## config.mk

```make
export PLATFORM = sky130hd
export DESIGN_NAME = home_seq
export DESIGN_NICKNAME = d
export VERILOG_FILES = /design/src/rtl/homing_pkg.sv /design/src/rtl/pin_sync.sv /design/src/rtl/home_seq.sv
export SDC_FILE = /design/constraint.sdc
export NUM_CORES = 1
export LEC_CHECK = 0
export ABC_AREA = 1
export ABC_CLOCK_PERIOD_IN_PS = 4410
export BUFFER_PORTS_ARGS = -buffer_cell sky130_fd_sc_hd__buf_4
export CORE_UTILIZATION = 60
export DETAILED_ROUTE_END_ITERATION = 7
export GPL_ROUTABILITY_DRIVEN = 0
export PLACE_DENSITY = 0.82
export SETUP_SLACK_MARGIN = 0.02
export SKIP_CTS_REPAIR_TIMING = 1
export SYNTH_ARGS = -nofsm -noshare
export SYNTH_HDL_FRONTEND = slang
export SYNTH_SLANG_ARGS = --single-unit
export TNS_END_PERCENT = 5
```

## constraint.sdc

```tcl
create_clock -name clk_i -period 4.41 [get_ports clk_i]
set_clock_uncertainty 0.1 [all_clocks]
set_input_delay 0.882 -clock clk_i [delete_from_list [all_inputs] [get_ports clk_i]]
set_output_delay 0.882 -clock clk_i [all_outputs]
set_load 0.005 [all_outputs]
```

## src/rtl/homing_pkg.sv

```systemverilog
package homing_pkg;

    // Method code values held in the low digit of the method parameter.
    localparam logic [3:0] METHOD_CRADLE    = 4'h7;
    localparam logic [3:0] METHOD_FIRST_Z   = 4'h8;
    localparam logic [3:0] METHOD_FRONT_END = 4'hB;

    // Register byte offsets on the Wishbone slave.
    localparam logic [7:0] OFS_CTRL      = 8'h00;
    localparam logic [7:0] OFS_METHOD    = 8'h04;
    localparam logic [7:0] OFS_HOME_SPD  = 8'h08;
    localparam logic [7:0] OFS_CREEP_SPD = 8'h0C;
    localparam logic [7:0] OFS_SHIFT     = 8'h10;
    localparam logic [7:0] OFS_HOME_POS  = 8'h14;
    localparam logic [7:0] OFS_ACCEL     = 8'h18;
    localparam logic [7:0] OFS_DECEL     = 8'h1C;
    localparam logic [7:0] OFS_STATUS    = 8'h20;
    localparam logic [7:0] OFS_CUR_POS   = 8'h24;

    // Control register field positions.
    localparam int CTRL_START   = 0;
    localparam int CTRL_DIR     = 1;
    localparam int CTRL_DOG_POL = 2;
    localparam int CTRL_ABORT   = 3;

    // Reset values of the parameters.
    localparam logic [31:0] RST_ZERO   = 32'h0000_0000;
    localparam logic [3:0]  RST_METHOD = 4'h7;

    // Default widths.
    localparam int POS_W = 32;
    localparam int SPD_W = 16;

    // Values handed to the motion profile generator.
    typedef struct packed {
        logic        run;
        logic        reverse;
        logic [15:0] speed;
        logic [15:0] accel;
        logic [15:0] decel;
    } motion_cmd_s;

    // Host remote bits; manual mode and point select gate a home return.
    typedef struct packed {
        logic       manual_mode_select_bit;
        logic [7:0] point_select;
        logic       pos_speed_source_select;
    } host_bits_s;

    // Sequencer states.
    typedef enum logic [2:0] {
        ST_IDLE,
        ST_SEEK,
        ST_CREEP_Z,
        ST_REVERSE,
        ST_CLEAR_Z,
        ST_SHIFT,
        ST_DONE
    } home_state_e;

endpackage

```

## src/rtl/pin_sync.sv

```systemverilog
`timescale 1ns/10ps
`default_nettype none
// Two flop synchroniser for a bundle of independent level inputs.
module pin_sync #(
    parameter int W = 1
) (
    // Clock and reset.
    input  wire logic         clk_i,
    input  wire logic         rst_i,
    // Asynchronous input and synchronised output.
    input  wire logic [W-1:0] async_i,
    output logic      [W-1:0] sync_o
);

    logic [W-1:0] meta_q;  // First stage, read only by the second.
    logic [W-1:0] meta_d;  // Next value of the first stage.
    logic [W-1:0] sync_q;  // Second stage.
    logic [W-1:0] sync_d;  // Next value of the second stage.

    // Next values simply shift along the chain.
    always_comb begin
        meta_d = async_i;
        sync_d = meta_q;
    end

    // Both stages clear on reset so the output is defined at once.
    always_ff @(posedge clk_i) begin
        if (rst_i) begin
            meta_q <= '0;
            sync_q <= '0;
        end else begin
            meta_q <= meta_d;
            sync_q <= sync_d;
        end
    end

    assign sync_o = sync_q;

endmodule
`default_nettype wire

```

## src/rtl/home_seq.sv

```systemverilog
`timescale 1ns/10ps
`default_nettype none
// Contract
// - Method code 7 runs dog cradle.
// - Method code 8 runs first Z reference.
// - Direction follows direction parameter.
// - Home speed until dog is detected.
// - Creep speed held after dog detection.
// - Home offset by shift from Z point.
// - Accel and decel from first table entry.
// - Load current position with home value.
// - First Z: reverse at creep after dog.
// - First Z: latch at first Z after clearing.
// - Front end: dog front edge is home.
// - Cradle: home at first Z after dog.
module home_seq #(
    parameter int POS_W = homing_pkg::POS_W,
    parameter int SPD_W = homing_pkg::SPD_W
) (
    // Clock and reset.
    input  wire logic                    clk_i,
    input  wire logic                    rst_i,
    // Wishbone classic slave.
    input  wire logic                    cyc_i,
    input  wire logic                    stb_i,
    input  wire logic                    we_i,
    input  wire logic [7:0]              adr_i,
    input  wire logic [3:0]              sel_i,
    input  wire logic [31:0]             dat_i,
    output logic      [31:0]             dat_o,
    output logic                         ack_o,
    // Host remote bits, already in this clock domain.
    input  wire homing_pkg::host_bits_s  host_i,
    // Field pins from the machine.
    input  wire logic                    dog_i,
    input  wire logic                    zphase_i,
    // Axis position from the encoder counter, same clock.
    input  wire logic [POS_W-1:0]        enc_pos_i,
    // Motion command and completion.
    output homing_pkg::motion_cmd_s      motion_o,
    output logic                         home_done_o,
    output logic      [POS_W-1:0]        cur_pos_o
);

    // Synchronised pins.
    logic [1:0] pins_s;
    pin_sync #(.W(2)) u_sync (
        .clk_i   (clk_i),
        .rst_i   (rst_i),
        .async_i ({dog_i, zphase_i}),
        .sync_o  (pins_s)
    );

    // Parameter registers.
    logic [3:0]       method_q,   method_d;
    logic             dir_q,      dir_d;
    logic             pol_q,      pol_d;
    logic [SPD_W-1:0] hspd_q,     hspd_d;
    logic [SPD_W-1:0] cspd_q,     cspd_d;
    logic [POS_W-1:0] shift_q,    shift_d;
    logic [POS_W-1:0] hpos_q,     hpos_d;
    logic [15:0]      acc_q,      acc_d;
    logic [15:0]      dec_q,      dec_d;
    logic             start_q,    start_d;   // One cycle start pulse.
    logic             abort_q,    abort_d;
    logic             ack_q,      ack_d;
    logic [31:0]      rdat_q,     rdat_d;
    // Sequencer state.
    homing_pkg::home_state_e st_q, st_d;
    logic [POS_W-1:0] zpos_q,     zpos_d;    // Latched Z or dog position.
    logic [POS_W-1:0] cur_q,      cur_d;
    logic             done_q,     done_d;
    logic             dog_prev_q, dog_prev_d;
    logic             z_prev_q,   z_prev_d;
    homing_pkg::motion_cmd_s mot_q, mot_d;

    // Dog active after polarity; Z rising edge on the second stage only.
    logic dog_act;
    logic z_edge;
    logic dog_rise;
    logic dog_fall;
    logic wr_en;
    logic hold_ok;
    assign dog_act  = pins_s[1] ^ pol_q;
    assign z_edge   = pins_s[0] & ~z_prev_q;
    assign dog_rise = dog_act & ~dog_prev_q;
    assign dog_fall = ~dog_act & dog_prev_q;
    assign wr_en    = cyc_i & stb_i & we_i & ~ack_q;
    // Home return is accepted only with manual mode on and no point chosen.
    assign hold_ok  = host_i.manual_mode_select_bit & (host_i.point_select == 8'h00);

    // Byte lane merge of a write into a 32 bit word.
    function automatic logic [31:0] merge(input logic [31:0] old, input logic [31:0] nw, input logic [3:0] s);
        logic [31:0] r;
        r = old;
        for (int i = 0; i < 4; i++) begin
            if (s[i]) begin
                r[i*8 +: 8] = nw[i*8 +: 8];
            end
        end
        return r;
    endfunction

    // Register file write and read mux.
    always_comb begin
        method_d = method_q;
        dir_d    = dir_q;
        pol_d    = pol_q;
        hspd_d   = hspd_q;
        cspd_d   = cspd_q;
        shift_d  = shift_q;
        hpos_d   = hpos_q;
        acc_d    = acc_q;
        dec_d    = dec_q;
        start_d  = 1'b0;
        abort_d  = 1'b0;
        ack_d    = cyc_i & stb_i & ~ack_q;
        rdat_d   = homing_pkg::RST_ZERO;
        if (wr_en) begin
            case (adr_i)
                homing_pkg::OFS_CTRL: begin
                    if (sel_i[0]) begin
                        start_d = dat_i[homing_pkg::CTRL_START];
                        dir_d   = dat_i[homing_pkg::CTRL_DIR];
                        pol_d   = dat_i[homing_pkg::CTRL_DOG_POL];
                        abort_d = dat_i[homing_pkg::CTRL_ABORT];
                    end
                end
                homing_pkg::OFS_METHOD: begin
                    if (sel_i[0]) begin
                        method_d = dat_i[3:0];
                    end
                end
                homing_pkg::OFS_HOME_SPD:  hspd_d  = SPD_W'(merge(32'(hspd_q), dat_i, sel_i));
                homing_pkg::OFS_CREEP_SPD: cspd_d  = SPD_W'(merge(32'(cspd_q), dat_i, sel_i));
                homing_pkg::OFS_SHIFT:     shift_d = POS_W'(merge(32'(shift_q), dat_i, sel_i));
                homing_pkg::OFS_HOME_POS:  hpos_d  = POS_W'(merge(32'(hpos_q), dat_i, sel_i));
                homing_pkg::OFS_ACCEL:     acc_d   = 16'(merge(32'(acc_q), dat_i, sel_i));
                homing_pkg::OFS_DECEL:     dec_d   = 16'(merge(32'(dec_q), dat_i, sel_i));
                default: begin
                    // Writes elsewhere are acknowledged and dropped.
                end
            endcase
        end
        // Reads return the addressed word; unmapped reads give zero.
        case (adr_i)
            homing_pkg::OFS_CTRL:      rdat_d = {28'h0000000, 1'b0, pol_q, dir_q, 1'b0};
            homing_pkg::OFS_METHOD:    rdat_d = {28'h0000000, method_q};
            homing_pkg::OFS_HOME_SPD:  rdat_d = 32'(hspd_q);
            homing_pkg::OFS_CREEP_SPD: rdat_d = 32'(cspd_q);
            homing_pkg::OFS_SHIFT:     rdat_d = 32'(shift_q);
            homing_pkg::OFS_HOME_POS:  rdat_d = 32'(hpos_q);
            homing_pkg::OFS_ACCEL:     rdat_d = 32'(acc_q);
            homing_pkg::OFS_DECEL:     rdat_d = 32'(dec_q);
            homing_pkg::OFS_STATUS:    rdat_d = {25'h0, done_q, 3'h0, st_q};
            homing_pkg::OFS_CUR_POS:   rdat_d = 32'(cur_q);
            default:                   rdat_d = homing_pkg::RST_ZERO;
        endcase
    end

    // Register file flops.
    always_ff @(posedge clk_i) begin
        if (rst_i) begin
            method_q <= homing_pkg::RST_METHOD;
            dir_q    <= 1'b0;
            pol_q    <= 1'b0;
            hspd_q   <= '0;
            cspd_q   <= '0;
            shift_q  <= '0;
            hpos_q   <= '0;
            acc_q    <= 16'h0000;
            dec_q    <= 16'h0000;
            start_q  <= 1'b0;
            abort_q  <= 1'b0;
            ack_q    <= 1'b0;
            rdat_q   <= homing_pkg::RST_ZERO;
        end else begin
            method_q <= method_d;
            dir_q    <= dir_d;
            pol_q    <= pol_d;
            hspd_q   <= hspd_d;
            cspd_q   <= cspd_d;
            shift_q  <= shift_d;
            hpos_q   <= hpos_d;
            acc_q    <= acc_d;
            dec_q    <= dec_d;
            start_q  <= start_d;
            abort_q  <= abort_d;
            ack_q    <= ack_d;
            rdat_q   <= rdat_d;
        end
    end

    // Sequencer: walks the chosen method and drives the motion command.
    always_comb begin
        st_d       = st_q;
        zpos_d     = zpos_q;
        cur_d      = cur_q;
        done_d     = done_q;
        dog_prev_d = dog_act;
        z_prev_d   = pins_s[0];
        mot_d      = mot_q;
        mot_d.accel = acc_q;
        mot_d.decel = dec_q;
        case (st_q)
            homing_pkg::ST_IDLE: begin
                mot_d.run = 1'b0;
                if (start_q && hold_ok) begin
                    done_d        = 1'b0;
                    mot_d.run     = 1'b1;
                    mot_d.reverse = dir_q;
                    mot_d.speed   = hspd_q;
                    st_d          = homing_pkg::ST_SEEK;
                end
            end
            homing_pkg::ST_SEEK: begin
                // Home speed holds until the dog front end arrives.
                if (dog_rise) begin
                    mot_d.speed = cspd_q;
                    case (method_q)
                        homing_pkg::METHOD_CRADLE: st_d = homing_pkg::ST_CREEP_Z;
                        homing_pkg::METHOD_FIRST_Z: begin
                            mot_d.reverse = ~dir_q;
                            st_d          = homing_pkg::ST_REVERSE;
                        end
                        homing_pkg::METHOD_FRONT_END: begin
                            zpos_d = enc_pos_i;
                            st_d   = homing_pkg::ST_SHIFT;
                        end
                        default: begin
                            // Unsupported code: stop without homing.
                            mot_d.run = 1'b0;
                            st_d      = homing_pkg::ST_IDLE;
                        end
                    endcase
                end
            end
            homing_pkg::ST_CREEP_Z: begin
                if (z_edge) begin
                    zpos_d = enc_pos_i;
                    st_d   = homing_pkg::ST_SHIFT;
                end
            end
            homing_pkg::ST_REVERSE: begin
                // Wait at creep until the axis has left the dog.
                if (dog_fall) begin
                    st_d = homing_pkg::ST_CLEAR_Z;
                end
            end
            homing_pkg::ST_CLEAR_Z: begin
                if (z_edge) begin
                    zpos_d = enc_pos_i;
                    st_d   = homing_pkg::ST_SHIFT;
                end
            end
            homing_pkg::ST_SHIFT: begin
                // Move by the shift distance away from the latched point.
                if ((enc_pos_i - zpos_q) == shift_q || (zpos_q - enc_pos_i) == shift_q) begin
                    mot_d.run = 1'b0;
                    cur_d     = hpos_q;
                    st_d      = homing_pkg::ST_DONE;
                end
            end
            homing_pkg::ST_DONE: begin
                done_d = 1'b1;
                st_d   = homing_pkg::ST_IDLE;
            end
            default: st_d = homing_pkg::ST_IDLE;
        endcase
        if (abort_q) begin
            mot_d.run = 1'b0;
            st_d      = homing_pkg::ST_IDLE;
        end
    end

    // Sequencer flops.
    always_ff @(posedge clk_i) begin
        if (rst_i) begin
            st_q       <= homing_pkg::ST_IDLE;
            zpos_q     <= '0;
            cur_q      <= '0;
            done_q     <= 1'b0;
            dog_prev_q <= 1'b0;
            z_prev_q   <= 1'b0;
            mot_q      <= '0;
        end else begin
            st_q       <= st_d;
            zpos_q     <= zpos_d;
            cur_q      <= cur_d;
            done_q     <= done_d;
            dog_prev_q <= dog_prev_d;
            z_prev_q   <= z_prev_d;
            mot_q      <= mot_d;
        end
    end

    assign dat_o       = rdat_q;
    assign ack_o       = ack_q;
    assign motion_o    = mot_q;
    assign home_done_o = done_q;
    assign cur_pos_o   = cur_q;

    // Checks.
    chk_seek_speed: assert property (@(posedge clk_i) disable iff (rst_i)
        st_q == homing_pkg::ST_SEEK && !$past(st_q == homing_pkg::ST_IDLE) |-> mot_q.speed == hspd_q) else $error("seek speed wrong");
    chk_creep_speed: assert property (@(posedge clk_i) disable iff (rst_i)
        $past(st_q == homing_pkg::ST_SEEK) && st_q == homing_pkg::ST_CREEP_Z |-> mot_q.speed == cspd_q) else $error("creep not applied");
    chk_reverse_dir: assert property (@(posedge clk_i) disable iff (rst_i)
        st_q == homing_pkg::ST_REVERSE |-> mot_q.reverse == ~dir_q) else $error("no reversal");
    chk_done_load: assert property (@(posedge clk_i) disable iff (rst_i)
        st_q == homing_pkg::ST_DONE |-> cur_q == hpos_q ##1 done_q) else $error("done without load");
    chk_accel_use: assert property (@(posedge clk_i) disable iff (rst_i)
        mot_q.accel == $past(acc_q)) else $error("accel mismatch");
    chk_method_cradle: assert property (@(posedge clk_i) disable iff (rst_i)
        st_q == homing_pkg::ST_CREEP_Z |-> method_q == homing_pkg::METHOD_CRADLE || $changed(method_q)) else $error("cradle path");
    chk_method_firstz: assert property (@(posedge clk_i) disable iff (rst_i)
        st_q == homing_pkg::ST_CLEAR_Z |-> $past(st_q) inside {homing_pkg::ST_REVERSE, homing_pkg::ST_CLEAR_Z}) else $error("first z order");
    chk_start_gate: assert property (@(posedge clk_i) disable iff (rst_i)
        st_q == homing_pkg::ST_IDLE && start_q && !hold_ok && !abort_q |=> st_q == homing_pkg::ST_IDLE) else $error("started without manual mode");

endmodule
`default_nettype wire

```

Word level (Yosys, flattened, before mapping). Cells that the tools add are included.

Reduce and logical (&&, ||, !) cells: 38. Equality and inequality tests: 28. $add $sub $neg: 2. Bitwise gates (word level): 17. Mux-type cells: 21.

Operators by type and width (count): 32-bit case mux with 10 select lines (1); 32-bit two-way mux (3); 32-bit equality test (2); 32-bit case mux with 2 select lines (1); 32-bit subtractor (2); 3-bit AND reduction (19); 18-bit two-way mux (2); 17-bit case mux with 2 select lines (1); 8-bit by 5-bit equality test with 1-bit output, second input constant (4); 8-bit by 4-bit equality test with 1-bit output, second input constant (2); 8-bit by 6-bit equality test with 1-bit output, second input constant (2); 8-bit zero test (2); 3-bit two-way mux (5); 3-bit case mux with 5 select lines (1); 4-bit AND reduction (3); 2-bit inequality test, second input constant (5); 3-bit equality test, second input constant (3); 3-bit case mux with 3 select lines (1); 1-bit bitwise AND (8); 4-bit equality test, second input constant (2); 8-bit by 3-bit equality test with 1-bit output, second input constant (1); 1-bit inverter (8); 3-bit by 2-bit equality test with 1-bit output, second input constant (2); 2-bit by 1-bit inequality test with 1-bit output, second input constant (3); other kinds (16) (23).

Logic and storage cells: 142. Output and inout bits: 116. Bits of input ports: 93. Flip-flop bits (word level): 293.

Logic depth before layout (Yosys ltp).
Depth after elaboration: 5. Mapped depth: 25. Mapped depth without buffers: 24.

Modules after synthesis. A second synthesis with hierarchy kept.

Cells, all modules: 2537. Area total of the unflattened synthesis: 16773.6 um^2.

Modules (own cells, without submodules): home_seq (area an instance 16663.5 um^2, sequential area each 5785.5 um^2, cells an instance 2525, instances 1); pin_sync (area an instance 110.1 um^2, sequential area each 80.1 um^2, cells an instance 12, instances 1).

Least setup slack after synthesis. OpenSTA, ideal clock, no wires.

Kind: input-to-reg. Start point: input enc_pos_i[0]. End point: register cur_q[10], in the netlist cur_pos_o[10]. Required time: 4195 ps. Setup slack: 1147 ps. Setup time: 115 ps. Stages: 22. Data arrival time: 3048 ps. Path buffers: 1. Cells stage by stage: inv_1 > ha_1 > fa_1 > inv_1 > nand3_1 > nand2_1 > nand2_1 > nand3b_1 > nand2_1 > nor2_1 > nand2_1 > nor2_1 > nand3_1 > nor2_1 > nand2_1 > nor2_1 > nand2_1 > nand2_4 > buf_6 > nand3_1 > nand2_1 > nor2_1.

Word-level cells in the longest chain between the ends: 4. Elaborated cells on any way between the ends: 6. Classes of those cells: add/sub: 2; eq/ne: 2; reduce/logical: 2.

RTL lines: start: declaration (RTL line home_seq.sv:38) `input wire logic [POS_W-1:0] enc_pos_i,`; 32-bit subtractor (RTL line home_seq.sv:258) `if ((enc_pos_i - zpos_q) == shift_q || (zpos_q - enc_pos_i) == shift_q) begin`; 32-bit equality test (RTL line home_seq.sv:258); 1-bit logical OR (*) (RTL line home_seq.sv:258); 2-bit AND reduction (no line) (*); end signal: assignment (RTL line home_seq.sv:289) `cur_q <= cur_d;`; end: declaration (RTL line home_seq.sv:71) `logic [POS_W-1:0] cur_q, cur_d;`.

Every way passes the cells marked *; elsewhere a longest branch is shown, timed or not. A chain may end at the register's enable or synchronous reset.

Worst setup path after layout.
Start point: register zpos_q[0]. End point: register cur_q[8], in the netlist cur_pos_o[8].

Word-level cells in the longest chain between the ends: 4. Elaborated cells on any way between the ends: 6. Classes of those cells: add/sub: 2; eq/ne: 2; reduce/logical: 2.

RTL lines: start: declaration (RTL line home_seq.sv:70) `logic [POS_W-1:0] zpos_q, zpos_d;`; start signal: assignment (RTL line home_seq.sv:288) `zpos_q <= zpos_d;`; 32-bit subtractor (RTL line home_seq.sv:258); 32-bit equality test (RTL line home_seq.sv:258); 1-bit logical OR (*) (RTL line home_seq.sv:258); 2-bit AND reduction (no line) (*).

Marked as above.

==> impl_metrics.yaml <==
timing:
  setup_viol: 0
  drv_slew: 0
  setup_slack_ns: 0.6835
  slew_headroom: 0.1744
  hold_viol: 0
  finalSetupTns_ns: 0
  finalCriticalPeriod_ns: 3.727
  max_freq_mhz: 268.3
  fin_crit_sh: 0.8450
  worst_pin_slew_ns: 1.238
  rsz0062_at_grt: "no"
grt:
  globalRouteMet2Util: 0.6110
  grt_max_degree: 109
  first_global_vias: 17540
  grt-ovfl-total: 0
  grt_util_met3: 0.06696
  track_usage: 0.3690
  use_met1: 0.4518
  antenna_found_initial: 0
  top_usage_layer: "met2"
  grt_pass1_wl_um: 85770
route:
  drt_iter0_drc: 1982
  via_count: 18770
  drc_errors: 0
  wirelength_um: 55120
  vias_per_cell: 5.716
  ant_nets: 0
  dr.pass1.iters: 6
  wire_per_inst_um: 16.79
yosys:
  yosysMostFrequentCell: "nand2_1"
  synth.area.top_cells: "dfxtp_1 (34%), nand2_1 (15%), inv_1 (10%), a21oi_1 (7.5%), nor2_1 (5.8%)"
  syn_nets: 2880
  synth_warnings: 0
  synth_cell_type_count: 44
  synthCells: 2722
  synth_edf_count: 0
  synth.avg_cell_area_sq_um: 6.309
  syn_area_sq_um: 17170
  ys_seq_elements: 293
  netlist.area_leader.share: 0.3416
  synth_commonest_cells: "nand2_1 (690), inv_1 (469), dfxtp_1 (293)"
  seq_area_frac_synth: 0.3416
  synth_ff_type: "dfxtp_1"
  synth_top_area_cell: "dfxtp_1"
  async_reset_ff_frac: 0
pwr:
  pwr_density_cell_nw_per_um2: 420.9
  peakVddDrop_mv: 0.4151
  p_total_w: 0.008413
  p_leak_nw: 9.622
floorplanning:
  io_pins: 209
  design.die.area_sq_um: 29300
  num_rows: 61
  floorplan.initialDensity: 0.6148
  die_w_um: 171.2
  die_h_um: 171.2
  coreArea_sq_um: 27930
final_layout:
  diodes: 0
  syn2layout_area_growth_pct: 16.39
  multiInputGateArea_sq_um: 9107
  fill_cells: 2462
  final_nets: 3040
  regArea_sq_um: 5866
  final_layout_size_suffix_gt1_frac: 0.1040
setup_path:
  r2r-start: "zpos_q[0]"
  r2r_setup_slack_ns: 0.68
  cp_slowest_cell: "fa_1"
  crit_start: "zpos_q[0]"
  crit_arrival_ns: 4.12
  r2r-end: "cur_pos_o[8]"
  crit_chain: "inv_1, ha_1, inv_1, fa_1, nand3_1, nand3_1, nand2_1, nand3_1, nand2_1, nand3_1, nand3_1, nand4_1, nor2_1, nand2_1, nand2_4, buf_12, nand3_1, nand2_1, nor2_1"
  crit_top_cell: "nand3_1"
  worst-path-buf-inv: 3
  cpLargestDelayFamily: "simple AND/OR/NAND/NOR gates"
  critical_path_class: "register to register"
  cp-end-kind: "register"
  crit_fanout: 25
  reg2reg_depth: 19
  crit_path_start_kind: "register"
  crit_required_ns: 4.80
  crit_path_max_incr_delay_ns: 0.52
cts:
  cts_inserted_buffers: 30
  clk_pin_slew_ns: 0.06
  cts.path.max_buffers: 3
  clkLatencyLatePin_ns: 0.60
  cts_root_buffer: "clkbuf_16"
  tritoncts: "built"
  clock_sinks: 293
  htreeDepth: 1
placed_design:
  portBuffers: 207
  dp_slack_ns: 0.2152
  dp_hpwl_um: 41040
run_status:
  status: "complete, no violations"
min_path:
  hold_path_depth: 2
  holdPathEnd: "u_sync.sync_o[0]"
  hold_path.class: "register to register"
  hold_path.startpoint: "u_sync.meta_q[0]"
flow_run:
  drv_cap: 0
-- layer usage --
metal,up-vias,part of all wire
li1,8947,-
met1,8500,0.39
met2,1081,0.46
met3,239,0.10
met4,0,0.055
met5,-,0
-- cell families after synthesis --
family / after synthesis / synth area share
fa+ha+maj: 65 / 0.04823
flops: 293 / 0.3416
compound gates: 547 / 0.1719
simple gates: 1202 / 0.2856
buf+inv: 572 / 0.1292
xor+xnor: 43 / 0.02353
-- where the power goes --
group	switching (W)	total (W)	internal, W
Combinational	0.00195	0.00289	0.000936
Sequential	0.000106	0.00290	0.00279
Clock	0.00112	0.00263	0.00150
Total	0.00318	0.00841	0.00523
-- worst min-delay path, stage by stage (launching register included) --
cell     delay, ns
dfxtp_1       0.30
inv_1         0.04
nor2_1        0.03
-- layout by cell type (no fill, tap or decap), types with 8 or more instances in the layout --
cell type / n
dfxtp_1: 293
buf_4: 221
o211ai_1: 9
o22ai_1: 31
clkbuf_8: 11
clkbuf_16: 30
ha_1: 63
nand3_1: 179
inv_1: 468
xor2_1: 27
nor2_1: 265
nand2_1: 690
a2111oi_0: 8
xnor2_1: 14
nor3_1: 13
a21oi_1: 256
nand4_1: 30
o21ai_0: 199
nor2_2: 8
a221oi_1: 11
-- how the worst max path moves through the flow --
stage / end / cells after the start / slack [ns]
global placement: cur_pos_o[11] / 21 / 0.33
detailed placement: cur_pos_o[8] / 19 / 0.22
floorplan: cur_pos_o[10] / 22 / 1.15
global route: cur_pos_o[11] / 21 / 0.38
finish: cur_pos_o[8] / 19 / 0.68
CTS: cur_pos_o[8] / 19 / 0.80
-- layout make-up --
type / instances / share of cell area
flip-flops and latches: 293 / 0.2935
repair buffers: 224 / 0.08601
clock buffers: 46 / 0.04607
inverters: 476 / 0.08952
clock inverters: 9 / 0.005572
multi-input cells: 1857 / 0.4557
well taps: 378 / 0.02366
-- state kept, by name, summed over array words and instances, names as in the netlist --
name,cells
z_prev_q,1
pol_q,1
hspd_q,16
st_q,3
hpos_q,32
home_done_o,1
dec_q,16
ack_o,1
cur_pos_o,32
shift_q,32
dog_prev_q,1
abort_q,1
zpos_q,32
dat_o,32
method_q,4
acc_q,16
cspd_q,16
motion_o,50
start_q,1
dir_q,1
u_sync.meta_q,2
u_sync.sync_o,2
-- per-stage QoR --
stage               cell area [sq um]  hold slack [ns]  cells    util
floorplan                       17170           0.2883   2722       -
global placement                18950           0.2894   3228  0.6785
detailed placement              18950           0.2958   3228  0.6785
CTS                             19990           0.3043   3283  0.7155
global route                    19990           0.3498   3283  0.7155
finish                          19990           0.3032   3283  0.7155
Power figures use the tool's default switching activity.
